[config.mk]
export PLATFORM = sky130hd
export DESIGN_NAME = event_timer_counter_compare
export DESIGN_NICKNAME = d
export VERILOG_FILES = /design/src/rtl/tc_pkg.sv /design/src/rtl/event_timer_counter_compare.sv
export SDC_FILE = /design/constraint.sdc
export NUM_CORES = 1
export LEC_CHECK = 0
export ABC_CLOCK_PERIOD_IN_PS = 8200
export BUFFER_PORTS_ARGS = -buffer_cell sky130_fd_sc_hd__buf_2
export CORE_UTILIZATION = 35
export CTS_BUF_LIST = sky130_fd_sc_hd__clkbuf_8
export DETAILED_ROUTE_END_ITERATION = 12
export GPL_TIMING_DRIVEN = 0
export SYNTH_ARGS = -nofsm -noshare
export SYNTH_HDL_FRONTEND = slang
export SYNTH_SLANG_ARGS = --single-unit
export TNS_END_PERCENT = 20
[constraint.sdc]
create_clock -name mclk -period 8.2 [get_ports mclk]
set_clock_uncertainty 0.05 [all_clocks]
set_input_delay 0.82 -clock mclk [delete_from_list [all_inputs] [get_ports mclk]]
set_output_delay 0.82 -clock mclk [all_outputs]
set_load 0.05 [all_outputs]
[src/rtl/tc_pkg.sv]
package tc_pkg;
   // Register byte offsets on the bus
   localparam logic [7:0]  OFS_CTRLA       = 8'h00;
   localparam logic [7:0]  OFS_CTRLB       = 8'h04;
   localparam logic [7:0]  OFS_EVCTRL      = 8'h08;
   localparam logic [7:0]  OFS_INTEN       = 8'h0c;
   localparam logic [7:0]  OFS_INTFLAG     = 8'h10;
   localparam logic [7:0]  OFS_STATUS      = 8'h14;
   localparam logic [7:0]  OFS_COUNT       = 8'h18;
   localparam logic [7:0]  OFS_PERIOD      = 8'h1c;
   localparam logic [7:0]  OFS_CC0         = 8'h20;
   localparam logic [7:0]  OFS_CC1         = 8'h24;
   localparam logic [7:0]  OFS_CTRLC       = 8'h28;
   localparam logic [7:0]  OFS_PART_STATUS = 8'h2c;
   localparam logic [7:0]  OFS_PART_COUNT  = 8'h30;
   // Field positions
   localparam int          CTRLA_WIDTH_LSB = 0;
   localparam int          CTRLA_WAVE_LSB  = 2;
   localparam int          CTRLA_ENABLE    = 4;
   localparam int          COUNT_DIRECTION_BIT       = 0;
   localparam int          CTRLB_ONESHOT   = 1;
   localparam int          CTRLB_CMD_LSB   = 4;
   localparam int          OVERFLOW_EVENT_OUT_ENABLE    = 8;
   localparam int          EVCTRL_MCEO_LSB = 12;
   localparam int          FLAG_OVF        = 0;
   localparam int          FLAG_MC_LSB     = 4;
   localparam int          STATUS_STOP     = 0;
   localparam int          STATUS_SLAVE    = 1;
   localparam int          NUM_CH          = 2;
   // Counter widths (counter_width_select)
   localparam logic [1:0]  WIDTH_SIXTEEN    = 2'h0;
   localparam logic [1:0]  WIDTH_EIGHT      = 2'h1;
   localparam logic [1:0]  WIDTH_THIRTYTWO  = 2'h2;
   // Waveform modes (waveform_mode_select)
   localparam logic [1:0]  PLAIN_TOGGLE_MODE       = 2'h0;
   localparam logic [1:0]  CHANNEL_TOP_TOGGLE_MODE = 2'h1;
   localparam logic [1:0]  SINGLE_SLOPE_PULSE_MODE = 2'h2;
   localparam logic [1:0]  CHANNEL_TOP_PULSE_MODE  = 2'h3;
   // Event actions (event_action_select)
   localparam logic [2:0]  EVACT_OFF       = 3'h0;
   localparam logic [2:0]  RESTART_ACTION  = 3'h1;
   localparam logic [2:0]  EVACT_COUNT     = 3'h2;
   localparam logic [2:0]  EVACT_START     = 3'h3;
   // Commands (command_field)
   localparam logic [1:0]  CMD_NONE        = 2'h0;
   localparam logic [1:0]  CMD_RESTART_ACTION   = 2'h1;
   localparam logic [1:0]  CMD_STOP        = 2'h2;
   // Reset values and maxima
   localparam logic [31:0] MAX8            = 32'h000000ff;
   localparam logic [31:0] MAX16           = 32'h0000ffff;
   localparam logic [31:0] MAX32           = 32'hffffffff;
   localparam logic [7:0]  PERIOD_RESET    = 8'hff;
   localparam logic [1:0]  RESP_OKAY       = 2'h0;
   localparam logic [1:0]  RESP_SLVERR     = 2'h2;
   // Counter states
   typedef enum logic [3:0] {
      ST_OFF   = 4'b0001,
      ST_ARMED = 4'b0010,
      ST_RUN   = 4'b0100,
      ST_HALT  = 4'b1000
   } cnt_state_t;
endpackage

[src/rtl/event_timer_counter_compare.sv]
`timescale 1ns/1ps
`default_nettype none
module event_timer_counter_compare
   import tc_pkg::*;
(
   // Clock and reset
   input  wire logic              mclk,
   input  wire logic              rst,
   // AXI4-Lite write address and data
   input  wire logic [7:0]        awaddr,
   input  wire logic              awvalid,
   output logic                   awready,
   input  wire logic [31:0]       wdata,
   input  wire logic [3:0]        wstrb,
   input  wire logic              wvalid,
   output logic                   wready,
   // AXI4-Lite write response
   output logic [1:0]             bresp,
   output logic                   bvalid,
   input  wire logic              bready,
   // AXI4-Lite read
   input  wire logic [7:0]        araddr,
   input  wire logic              arvalid,
   output logic                   arready,
   output logic [31:0]            rdata,
   output logic [1:0]             rresp,
   output logic                   rvalid,
   input  wire logic              rready,
   // Tick sources and event input
   input  wire logic              gclk_tick,
   input  wire logic              event_in,
   // Events, interrupt and waveforms
   output logic                   ovf_event,
   output logic [NUM_CH-1:0]      match_event,
   output logic                   irq,
   output logic [NUM_CH-1:0]      waveform_out
);
   // Software registers
   logic [1:0]        width_reg;        // counter_width_select
   logic [1:0]        wave_reg;         // waveform_mode_select
   logic              enable_reg;       // Unit enable
   logic              dir_reg;          // count_direction_bit
   logic              oneshot_reg;      // One-shot select
   logic [1:0]        cmd_reg;          // command_field, pending one cycle
   logic [2:0]        evact_reg;        // event_action_select
   logic              ovfeo_reg;        // overflow_event_out_enable
   logic [NUM_CH-1:0] mceo_reg;         // channel_match_event_enable
   logic              ovf_ie_reg;       // Overflow interrupt enable
   logic [NUM_CH-1:0] mc_ie_reg;        // channel_match_irq_enable
   logic              ovf_flag_reg;     // overflow_flag
   logic [NUM_CH-1:0] mc_flag_reg;      // channel_match_flag
   logic [31:0]       count_reg;        // Counter value
   logic [7:0]        period_reg;       // period_value
   logic [31:0]       cc_reg [NUM_CH];  // channel_compare_value
   logic [NUM_CH-1:0] inv_reg;          // output_invert_bit
   logic [31:0]       part_count_reg;   // Odd partner count register
   logic [NUM_CH-1:0] wave_out_reg;     // Raw waveform state
   logic              fresh_reg;        // Count untouched since disable
   cnt_state_t        state_reg;        // Counter state
   cnt_state_t        state_next;
   logic [31:0]       count_next;
   // Bus handshake state
   logic              bvalid_reg;
   logic              rvalid_reg;
   logic [1:0]        bresp_reg;
   logic [1:0]        rresp_reg;
   logic [31:0]       rdata_reg;
   // Write channel decode: address and data taken together
   wire        wr_fire   = awvalid && wvalid && !bvalid_reg;
   wire [31:0] wmask     = {{8{wstrb[3]}}, {8{wstrb[2]}}, {8{wstrb[1]}}, {8{wstrb[0]}}};
   wire        wr_ctrla  = wr_fire && (awaddr == OFS_CTRLA);
   wire        wr_ctrlb  = wr_fire && (awaddr == OFS_CTRLB);
   wire        wr_evctrl = wr_fire && (awaddr == OFS_EVCTRL);
   wire        wr_inten  = wr_fire && (awaddr == OFS_INTEN);
   wire        wr_flag   = wr_fire && (awaddr == OFS_INTFLAG);
   wire        wr_count  = wr_fire && (awaddr == OFS_COUNT);
   wire        wr_period = wr_fire && (awaddr == OFS_PERIOD);
   wire        wr_ctrlc  = wr_fire && (awaddr == OFS_CTRLC);
   wire        wr_pcount = wr_fire && (awaddr == OFS_PART_COUNT);
   wire        wr_known  = wr_ctrla || wr_ctrlb || wr_evctrl || wr_inten || wr_flag || wr_count ||
                           wr_period || wr_ctrlc || wr_pcount ||
                           (wr_fire && (awaddr == OFS_CC0 || awaddr == OFS_CC1 ||
                                        awaddr == OFS_STATUS || awaddr == OFS_PART_STATUS));
   // Read channel decode
   wire        rd_fire   = arvalid && !rvalid_reg;
   // Width mask and top value
   wire        paired    = (width_reg == WIDTH_THIRTYTWO);
   wire [31:0] wmax      = (width_reg == WIDTH_EIGHT) ? MAX8 : paired ? MAX32 : MAX16;
   wire        cc_top    = (wave_reg == CHANNEL_TOP_TOGGLE_MODE) || (wave_reg == CHANNEL_TOP_PULSE_MODE);
   wire [31:0] top_val   = cc_top ? (cc_reg[0] & wmax) :
                           (width_reg == WIDTH_EIGHT) ? {24'h000000, period_reg} : wmax;
   wire [31:0] merged    = (count_reg & ~wmask) | (wdata & wmask);
   wire [31:0] count_wv  = merged & wmax;
   // Tick stream: events bypass the prescaled clock when counting events
   wire        tick      = (evact_reg == EVACT_COUNT) ? event_in : gclk_tick;
   wire        ev_rst    = event_in && (evact_reg == RESTART_ACTION);
   wire        ev_start  = event_in && (evact_reg == EVACT_START);
   wire        cmd_retr  = (cmd_reg == CMD_RESTART_ACTION);
   wire        cmd_stop  = (cmd_reg == CMD_STOP);
   wire        is_run    = (state_reg == ST_RUN);
   // Start conditions from each idle state
   wire        go_off    = (state_reg == ST_OFF) && enable_reg &&
                           (evact_reg != RESTART_ACTION) && (evact_reg != EVACT_START);
   wire        go_armed  = (state_reg == ST_ARMED) && (cmd_retr || ev_rst || ev_start);
   wire        go_halt   = (state_reg == ST_HALT) && (cmd_retr || ev_rst || ev_start);
   wire        start_any = go_off || go_armed || go_halt;
   wire        stop_run  = is_run && cmd_stop;
   wire        retr_run  = is_run && (cmd_retr || ev_rst) && !cmd_stop;
   wire        tick_run  = is_run && tick && !cmd_stop && !retr_run;
   wire        at_end    = dir_reg ? (count_reg == 32'h00000000) : (count_reg == top_val);
   wire        wrap      = tick_run && at_end;
   wire [31:0] load_val  = dir_reg ? top_val : 32'h00000000;
   // Count next value; a bus write has the last word
   always_comb begin
      count_next = count_reg;
      if (start_any && fresh_reg) begin
         count_next = load_val;
      end else if (retr_run) begin
         count_next = load_val;
      end else if (wrap) begin
         count_next = dir_reg ? top_val : 32'h00000000;
      end else if (tick_run) begin
         count_next = dir_reg ? ((count_reg - 32'h00000001) & wmax)
                              : ((count_reg + 32'h00000001) & wmax);
      end
      if (wr_count) begin
         count_next = count_wv;
      end
   end
   // Counter state transitions
   always_comb begin
      state_next = state_reg;
      case (state_reg)
         ST_OFF: begin
            if (go_off) state_next = ST_RUN;
            else if (enable_reg) state_next = ST_ARMED;
         end
         ST_ARMED: begin
            if (go_armed) state_next = ST_RUN;
         end
         ST_RUN: begin
            if (stop_run || (wrap && oneshot_reg)) state_next = ST_HALT;
         end
         ST_HALT: begin
            if (go_halt) state_next = ST_RUN;
         end
         default: state_next = ST_OFF;
      endcase
      if (!enable_reg) state_next = ST_OFF;
   end
   // State, count and freshness; disabling re-arms the start load, a count write cancels it
   always_ff @(posedge mclk or posedge rst) begin
      if (rst) begin
         state_reg <= ST_OFF;
         count_reg <= 32'h00000000;
         fresh_reg <= 1'b1;
      end else begin
         state_reg <= state_next;
         count_reg <= count_next;
         fresh_reg <= !wr_count && ((wr_ctrla && !wdata[CTRLA_ENABLE]) || (fresh_reg && !start_any));
      end
   end
   // Control registers written over the bus
   always_ff @(posedge mclk or posedge rst) begin
      if (rst) begin
         width_reg   <= WIDTH_SIXTEEN;
         wave_reg    <= PLAIN_TOGGLE_MODE;
         enable_reg  <= 1'b0;
         dir_reg     <= 1'b0;
         oneshot_reg <= 1'b0;
         cmd_reg     <= CMD_NONE;
         evact_reg   <= EVACT_OFF;
         ovfeo_reg   <= 1'b0;
         mceo_reg    <= '0;
         ovf_ie_reg  <= 1'b0;
         mc_ie_reg   <= '0;
         inv_reg     <= '0;
         period_reg  <= PERIOD_RESET;
      end else begin
         // Command runs in the cycle after the write, then clears
         cmd_reg <= wr_ctrlb ? wdata[CTRLB_CMD_LSB +: 2] : CMD_NONE;
         if (wr_ctrla) begin
            width_reg  <= wdata[CTRLA_WIDTH_LSB +: 2];
            wave_reg   <= wdata[CTRLA_WAVE_LSB +: 2];
            enable_reg <= wdata[CTRLA_ENABLE];
         end
         if (wr_ctrlb) begin
            dir_reg     <= wdata[COUNT_DIRECTION_BIT];
            oneshot_reg <= wdata[CTRLB_ONESHOT];
         end
         if (wr_evctrl) begin
            evact_reg <= wdata[2:0];
            ovfeo_reg <= wdata[OVERFLOW_EVENT_OUT_ENABLE];
            mceo_reg  <= wdata[EVCTRL_MCEO_LSB +: NUM_CH];
         end
         if (wr_inten) begin
            ovf_ie_reg <= wdata[FLAG_OVF];
            mc_ie_reg  <= wdata[FLAG_MC_LSB +: NUM_CH];
         end
         if (wr_ctrlc) inv_reg <= wdata[NUM_CH-1:0];
         if (wr_period) period_reg <= wdata[7:0];
      end
   end
   // Overflow flag and event: set wins over write-one-to-clear
   always_ff @(posedge mclk or posedge rst) begin
      if (rst) begin
         ovf_flag_reg <= 1'b0;
         ovf_event    <= 1'b0;
      end else begin
         ovf_flag_reg <= wrap || (ovf_flag_reg && !(wr_flag && wdata[FLAG_OVF]));
         ovf_event    <= wrap && ovfeo_reg;
      end
   end

   // Compare channels
   genvar ch;
   generate
      for (ch = 0; ch < NUM_CH; ch++) begin : g_ch
         wire cc_wr = wr_fire && (awaddr == (OFS_CC0 + 8'(4 * ch)));
         wire hit   = tick_run && (count_reg == (cc_reg[ch] & wmax));
         // Compare value, flag, event and waveform state
         always_ff @(posedge mclk or posedge rst) begin
            if (rst) begin
               cc_reg[ch]       <= 32'h00000000;
               mc_flag_reg[ch]  <= 1'b0;
               match_event[ch]  <= 1'b0;
               wave_out_reg[ch] <= 1'b0;
            end else begin
               if (cc_wr) cc_reg[ch] <= (cc_reg[ch] & ~wmask) | (wdata & wmask);
               mc_flag_reg[ch] <= hit || (mc_flag_reg[ch] && !(wr_flag && wdata[FLAG_MC_LSB + ch]));
               match_event[ch] <= hit && mceo_reg[ch];
               if (stop_run || !enable_reg || (state_next == ST_HALT)) begin
                  wave_out_reg[ch] <= 1'b0;
               end else if (hit && (wave_reg == PLAIN_TOGGLE_MODE)) begin
                  wave_out_reg[ch] <= !wave_out_reg[ch];
               end
            end
         end
      end
   endgenerate

   // Pin outputs and interrupt
   assign waveform_out = wave_out_reg ^ inv_reg;
   assign irq = (ovf_flag_reg && ovf_ie_reg) || |(mc_flag_reg & mc_ie_reg);

   // Odd partner count: frozen while the pair forms one counter
   always_ff @(posedge mclk or posedge rst) begin
      if (rst) begin
         part_count_reg <= 32'h00000000;
      end else if (wr_pcount && !paired) begin
         part_count_reg <= ((part_count_reg & ~wmask) | (wdata & wmask)) & MAX16;
      end
   end

   // Read data selection
   wire [31:0] rd_mux =
      (araddr == OFS_CTRLA)   ? {27'h0, enable_reg, wave_reg, width_reg} :
      (araddr == OFS_CTRLB)   ? {26'h0, cmd_reg, 2'h0, oneshot_reg, dir_reg} :
      (araddr == OFS_EVCTRL)  ? {18'h0, mceo_reg, 3'h0, ovfeo_reg, 5'h0, evact_reg} :
      (araddr == OFS_INTEN)   ? {26'h0, mc_ie_reg, 3'h0, ovf_ie_reg} :
      (araddr == OFS_INTFLAG) ? {26'h0, mc_flag_reg, 3'h0, ovf_flag_reg} :
      (araddr == OFS_STATUS)  ? {31'h0, state_reg == ST_HALT} :
      (araddr == OFS_COUNT)   ? count_reg :
      (araddr == OFS_PERIOD)  ? {24'h0, period_reg} :
      (araddr == OFS_CC0)     ? cc_reg[0] :
      (araddr == OFS_CC1)     ? cc_reg[1] :
      (araddr == OFS_CTRLC)   ? {30'h0, inv_reg} :
      (araddr == OFS_PART_STATUS) ? {30'h0, paired, 1'b0} :
      (araddr == OFS_PART_COUNT)  ? (paired ? 32'h0 : part_count_reg) :
      32'h00000000;
   wire rd_known = (araddr <= OFS_PART_COUNT) && (araddr[1:0] == 2'b00);

   // Bus response registers
   always_ff @(posedge mclk or posedge rst) begin
      if (rst) begin
         bvalid_reg <= 1'b0;
         bresp_reg  <= RESP_OKAY;
         rvalid_reg <= 1'b0;
         rresp_reg  <= RESP_OKAY;
         rdata_reg  <= 32'h00000000;
      end else begin
         if (wr_fire) begin
            bvalid_reg <= 1'b1;
            bresp_reg  <= wr_known ? RESP_OKAY : RESP_SLVERR;
         end else if (bready) begin
            bvalid_reg <= 1'b0;
         end
         if (rd_fire) begin
            rvalid_reg <= 1'b1;
            rresp_reg  <= rd_known ? RESP_OKAY : RESP_SLVERR;
            rdata_reg  <= rd_known ? rd_mux : 32'h00000000;
         end else if (rready) begin
            rvalid_reg <= 1'b0;
         end
      end
   end

   // Bus handshake outputs
   assign awready = wr_fire;
   assign wready  = wr_fire;
   assign bvalid  = bvalid_reg;
   assign bresp   = bresp_reg;
   assign arready = rd_fire;
   assign rvalid  = rvalid_reg;
   assign rresp   = rresp_reg;
   assign rdata   = rdata_reg;
endmodule // event_timer_counter_compare
`default_nettype wire

# Yosys cells after proc, flatten, opt, wreduce, memory -nomap -nowiden
# Index checks and enable logic that the tools add are counted.
# word_totals
inputBits,61
out_inout_bits,47
ff_bits,191
# op_classes
n_reduce_logical,100
n_eq_ne,43
magnitude_cmp,1
n_addsub,2
bitwise,17
n_mux,45
# op_table
cell,n
$mux W32,22
$and A32 B32 Y32,9
$eq A32 B32 Y1,3
$or A32 B32 Y32,3
$eq A8 B6 Y1 const B,10
$eq A8 B5 Y1 const B,8
$mux W16,4
$logic_and A1 B1 Y1,50
$add A32 B1 Y32 const B,1
$eq A8 B4 Y1 const B,4
$logic_not A32 Y1,1
$not A32 Y32,1
$sub A32 B1 Y32 const B,1
$logic_or A1 B1 Y1,25
$and A16 B16 Y16,1
$eq A8 B3 Y1 const B,2
$logic_not A8 Y1,2
$mux W4,4
$or A16 B16 Y16,1
$pmux W4 S4,1
$logic_not A1 Y1,14
$mux W1,10
$eq A4 B4 Y1 const B,2
$le A8 B6 Y1 const B,1
other kinds (17),28

# Longest topological paths before layout
# logic_depth
depth_word,16
ltp_mapped,12

# Least setup slack after synthesis
# Ideal clock, no wire load.
# synth_timing
path_kind,register -> register
from,register dir_reg
to,register count_reg[28]
stages_incl_launch_ff,13
path_buffers,1
required_time_ps,8055
path_slack_ps,4488
arrival_time_ps,3567
setup_ps,95
synth_period_minus_slack_ps,3712
cell_sequence,dfrtp_1 clkbuf_1 inv_1 fa_1 nor2b_1 o31ai_1 a211oi_1 o21ai_0 a311oi_1 o21ai_0 and2_1 mux2_2 o31ai_1
# synth_via
elab_chain_len,6
word_cells_on_any_way,10
# synth_lines
item,line,source
"start, declared",event_timer_counter_compare.sv:42,logic dir_reg;
"start signal, assigned",event_timer_counter_compare.sv:188,dir_reg <= wdata[COUNT_DIRECTION_BIT];
$mux W32 / $mux W1 (equally long branches),"event_timer_counter_compare.sv:123, event_timer_counter_compare.sv:110",
$mux W32 / $logic_and A1 B1 Y1 (equally long branches),"event_timer_counter_compare.sv:122, event_timer_counter_compare.sv:111",
$mux W32,event_timer_counter_compare.sv:120,end else if (wrap) begin
$mux W32,event_timer_counter_compare.sv:118,end else if (retr_run) begin
$mux W32,event_timer_counter_compare.sv:116,if (start_any && fresh_reg) begin
$mux W32,event_timer_counter_compare.sv:126,if (wr_count) begin
"end signal, assigned",event_timer_counter_compare.sv:159,count_reg <= count_next;
"end, declared",event_timer_counter_compare.sv:52,logic [31:0] count_reg;
# Several ways; a longest one is shown, not always the timed one. The select of a mux whose other input is x is not followed.
# A chain may end at the register's enable or synchronous reset.

# Worst setup path after layout
# layout_timing
from,register dir_reg
to,register count_reg[26]
# The elaborated chain is that of the path after synthesis.

==> impl_results.md <==
- FF+latch count, synth: 189
- First-pass GRT wire length: 79100 um
- CTS tree: done
- Hold buffer count at CTS: 0
- YS warnings: 0
- Post-CTS setup buffers: 0
- Reg2reg start: dir_reg
- Fin. max-slew vios: 0
- Worst reg2reg path depth: 12
- GR peak layer: met2
- CTS H-tree depth: 4
- Status: finished clean
- GRT Total Usage: 28.1%
- Clock Pin Slew Worst Setup and Hold Paths: 120 ps
- VDD IR max: 0.146 mV
- ANT nets after route: 0
- Period utilization: 63.1%
- Die span in y: 195 um
- Number of setup violations in the final report: 0
- Num ports: 108
- Final Critical Period: 5170 ps
- Total vias in the final route: 12834
- Met3 Use GR: 5.24%
- Vias in the first global route: 12260
- Buffers on Ports: 102
- Grt met1 use: 38.1%
- Worst Path Required: 8620 ps
- Clk Latency, worst-skew pair: 550 ps
- Area leader, netlist: dfrtp_1
- Synth area leaders: dfrtp_1 35%, mux2_2 9.6%, a21oi_1 4.6%
- GR Layer Usage met2: 43.8%
- Commonest cells after routing, fill and taps aside: 179 x dfrtp_1, 122 x buf_2, 121 x nand2_1
- WS Path Type: reg2reg
- Final Util: 39.9%
- Residual DRC: 0
- Clock root buffer master: clkbuf_8
- Cell area after synthesis: 0.0130 mm2
- Sink Count: 189
- Sequential area share after synthesis: 36.5%
- Die W: 195 um
- N_diodes: 0
- Initial antenna violation count: 1
- Leak: 6.34 nW
- Worst-margin pin slew: 1370 ps
- Crit path launch type: register
- Synth unique cells: 87
- Largest net degree at the start of global routing: 115
- Post-synth ARST share: 100%
- Post-route setup TNS: 0 ps
- FF-to-FF setup slack: 3030 ps
- Gate Count Post-Synth: 1454
- Hold_ws: 290 ps
- Syn avg cell area: 8.93 um2
- DPL Wire Length: 40100 um
- Primary FF master, synth: dfrtp_1
- Wire length per cell: 25.7 um
- First DRT Iteration DRCs: 1637
- Post_cts resized: 0
- Gpl congestion: 0.972
- Worst hold path class: in2async
- Max-cap violation count: 0
- Longest Clk Path Bufs: 2
- Final Hold Vio Count: 0
- Initial core utilization: 35.5%
- TritonCTS Buffers: 17
- Dpl ws: 3190 ps
- Pwr/cell area: 150 mW/mm2
- R2r endpoint: count_reg[26]
- Most common cell after layout, fill and taps aside: dfrtp_1
- Grt ovf: 0
- Final WL: 52800 um
- RSZ-0062 raised after global routing: false
- Die area: 0.0379 mm2
- Final nets: 1669
- Normalized max-slew margin: 8.24%
- DR pass1 iterations: 7
- EDFF count, synth: 0
- Synthesis-to-finish area growth: 12.2%
- Final std cells w/o fill: 2058
- Share of cells above drive strength 1: 19.4%
- Share of the synthesized area in the top cell type: 34.5%
- Maximum fanout along the worst path: 32
- Inst Count DP: 2026
- Via density: 6.24
- Placement Rows: 70
- Worst Slack Setup Final: 3030 ps
- WP data arrival: 5590 ps
- Core Area: 0.0365 mm2
- Endpoint type of the worst setup path: register
- Achievable frequency: 193 MHz
## where the power goes
part,internal (W),leakage (nW),switching (W)
Clock,0.000341,0.229,0.000381
Sequential,0.000948,2.57,0.0000232
Combinational,0.000170,3.54,0.000319
## synthesized netlist by cell type (31+ instances only)
| cell | number |
|---|---|
| mux2_2 | 111 |
| xnor2_1 | 37 |
| inv_1 | 47 |
| nor2_1 | 94 |
| xor2_1 | 31 |
| nor3_1 | 31 |
| a21oi_1 | 120 |
| o21ai_0 | 94 |
| a31oi_1 | 40 |
| nand3_1 | 37 |
| dfrtp_1 | 179 |
| nand2_1 | 121 |
| clkbuf_1 | 63 |
## per-stage QoR
stage                     area (um2)  power [W]
after floorplan                13000    0.00130
after global placement         14100    0.00146
after detailed placement       14100    0.00146
after CTS                      14600    0.00218
after global routing           14600    0.00226
final                          14600    0.00218
## routing by layer
metal  vias to the layer above  wire length [um]
met5                         -                18
met4                         2              2060
met2                       667             23600
met3                       123              4490
li1                       5684                 -
met1                      6358             22700
## critical path, stage by stage (launching register included)
cell and delay, ps:
dfrtp_1 1240, clkbuf_1 620, inv_1 210, fa_1 520, nor2b_1 180, o31ai_1 120, a211oi_1 290, o21ai_0 270
a311oi_1 620, o2111ai_1 300, and3_1 270, o31ai_1 230, and2_1 150
## cells by family after synthesis
logic type	after synthesis	synth area share [%]
AOI/OAI and AO/OA	473	24.3
xor gates and xnor gates	68	4.59
adders and majority gates	31	3.05
buffers and inverters	145	4.65
DFF	189	36.5
muxes	116	10.0
other	1	0.0289
and+or+nand+nor	431	16.9
## area by class of cell
type,count,area [um2]
Tap cell,468,586
Multi-Input combinational cell,1121,7650
Clock buffer,18,248
Inverter,49,191
Buffer,96,419
Timing Repair Buffer,103,538
Fill cell,3735,22000
Clock inverter,14,188
Sequential cell,189,4740
## worst max-delay path by stage
stage,end,start,slack (ps),depth (start not counted)
finish,count_reg[26],dir_reg,3030,12
global route,count_reg[28],dir_reg,2720,12
CTS,count_reg[26],dir_reg,3110,12
detailed placement,count_reg[26],dir_reg,3190,12
global placement,rvalid,rst,-390,2
floorplan,async pin,rst,2200,1
(Power assumes the default switching activity.)
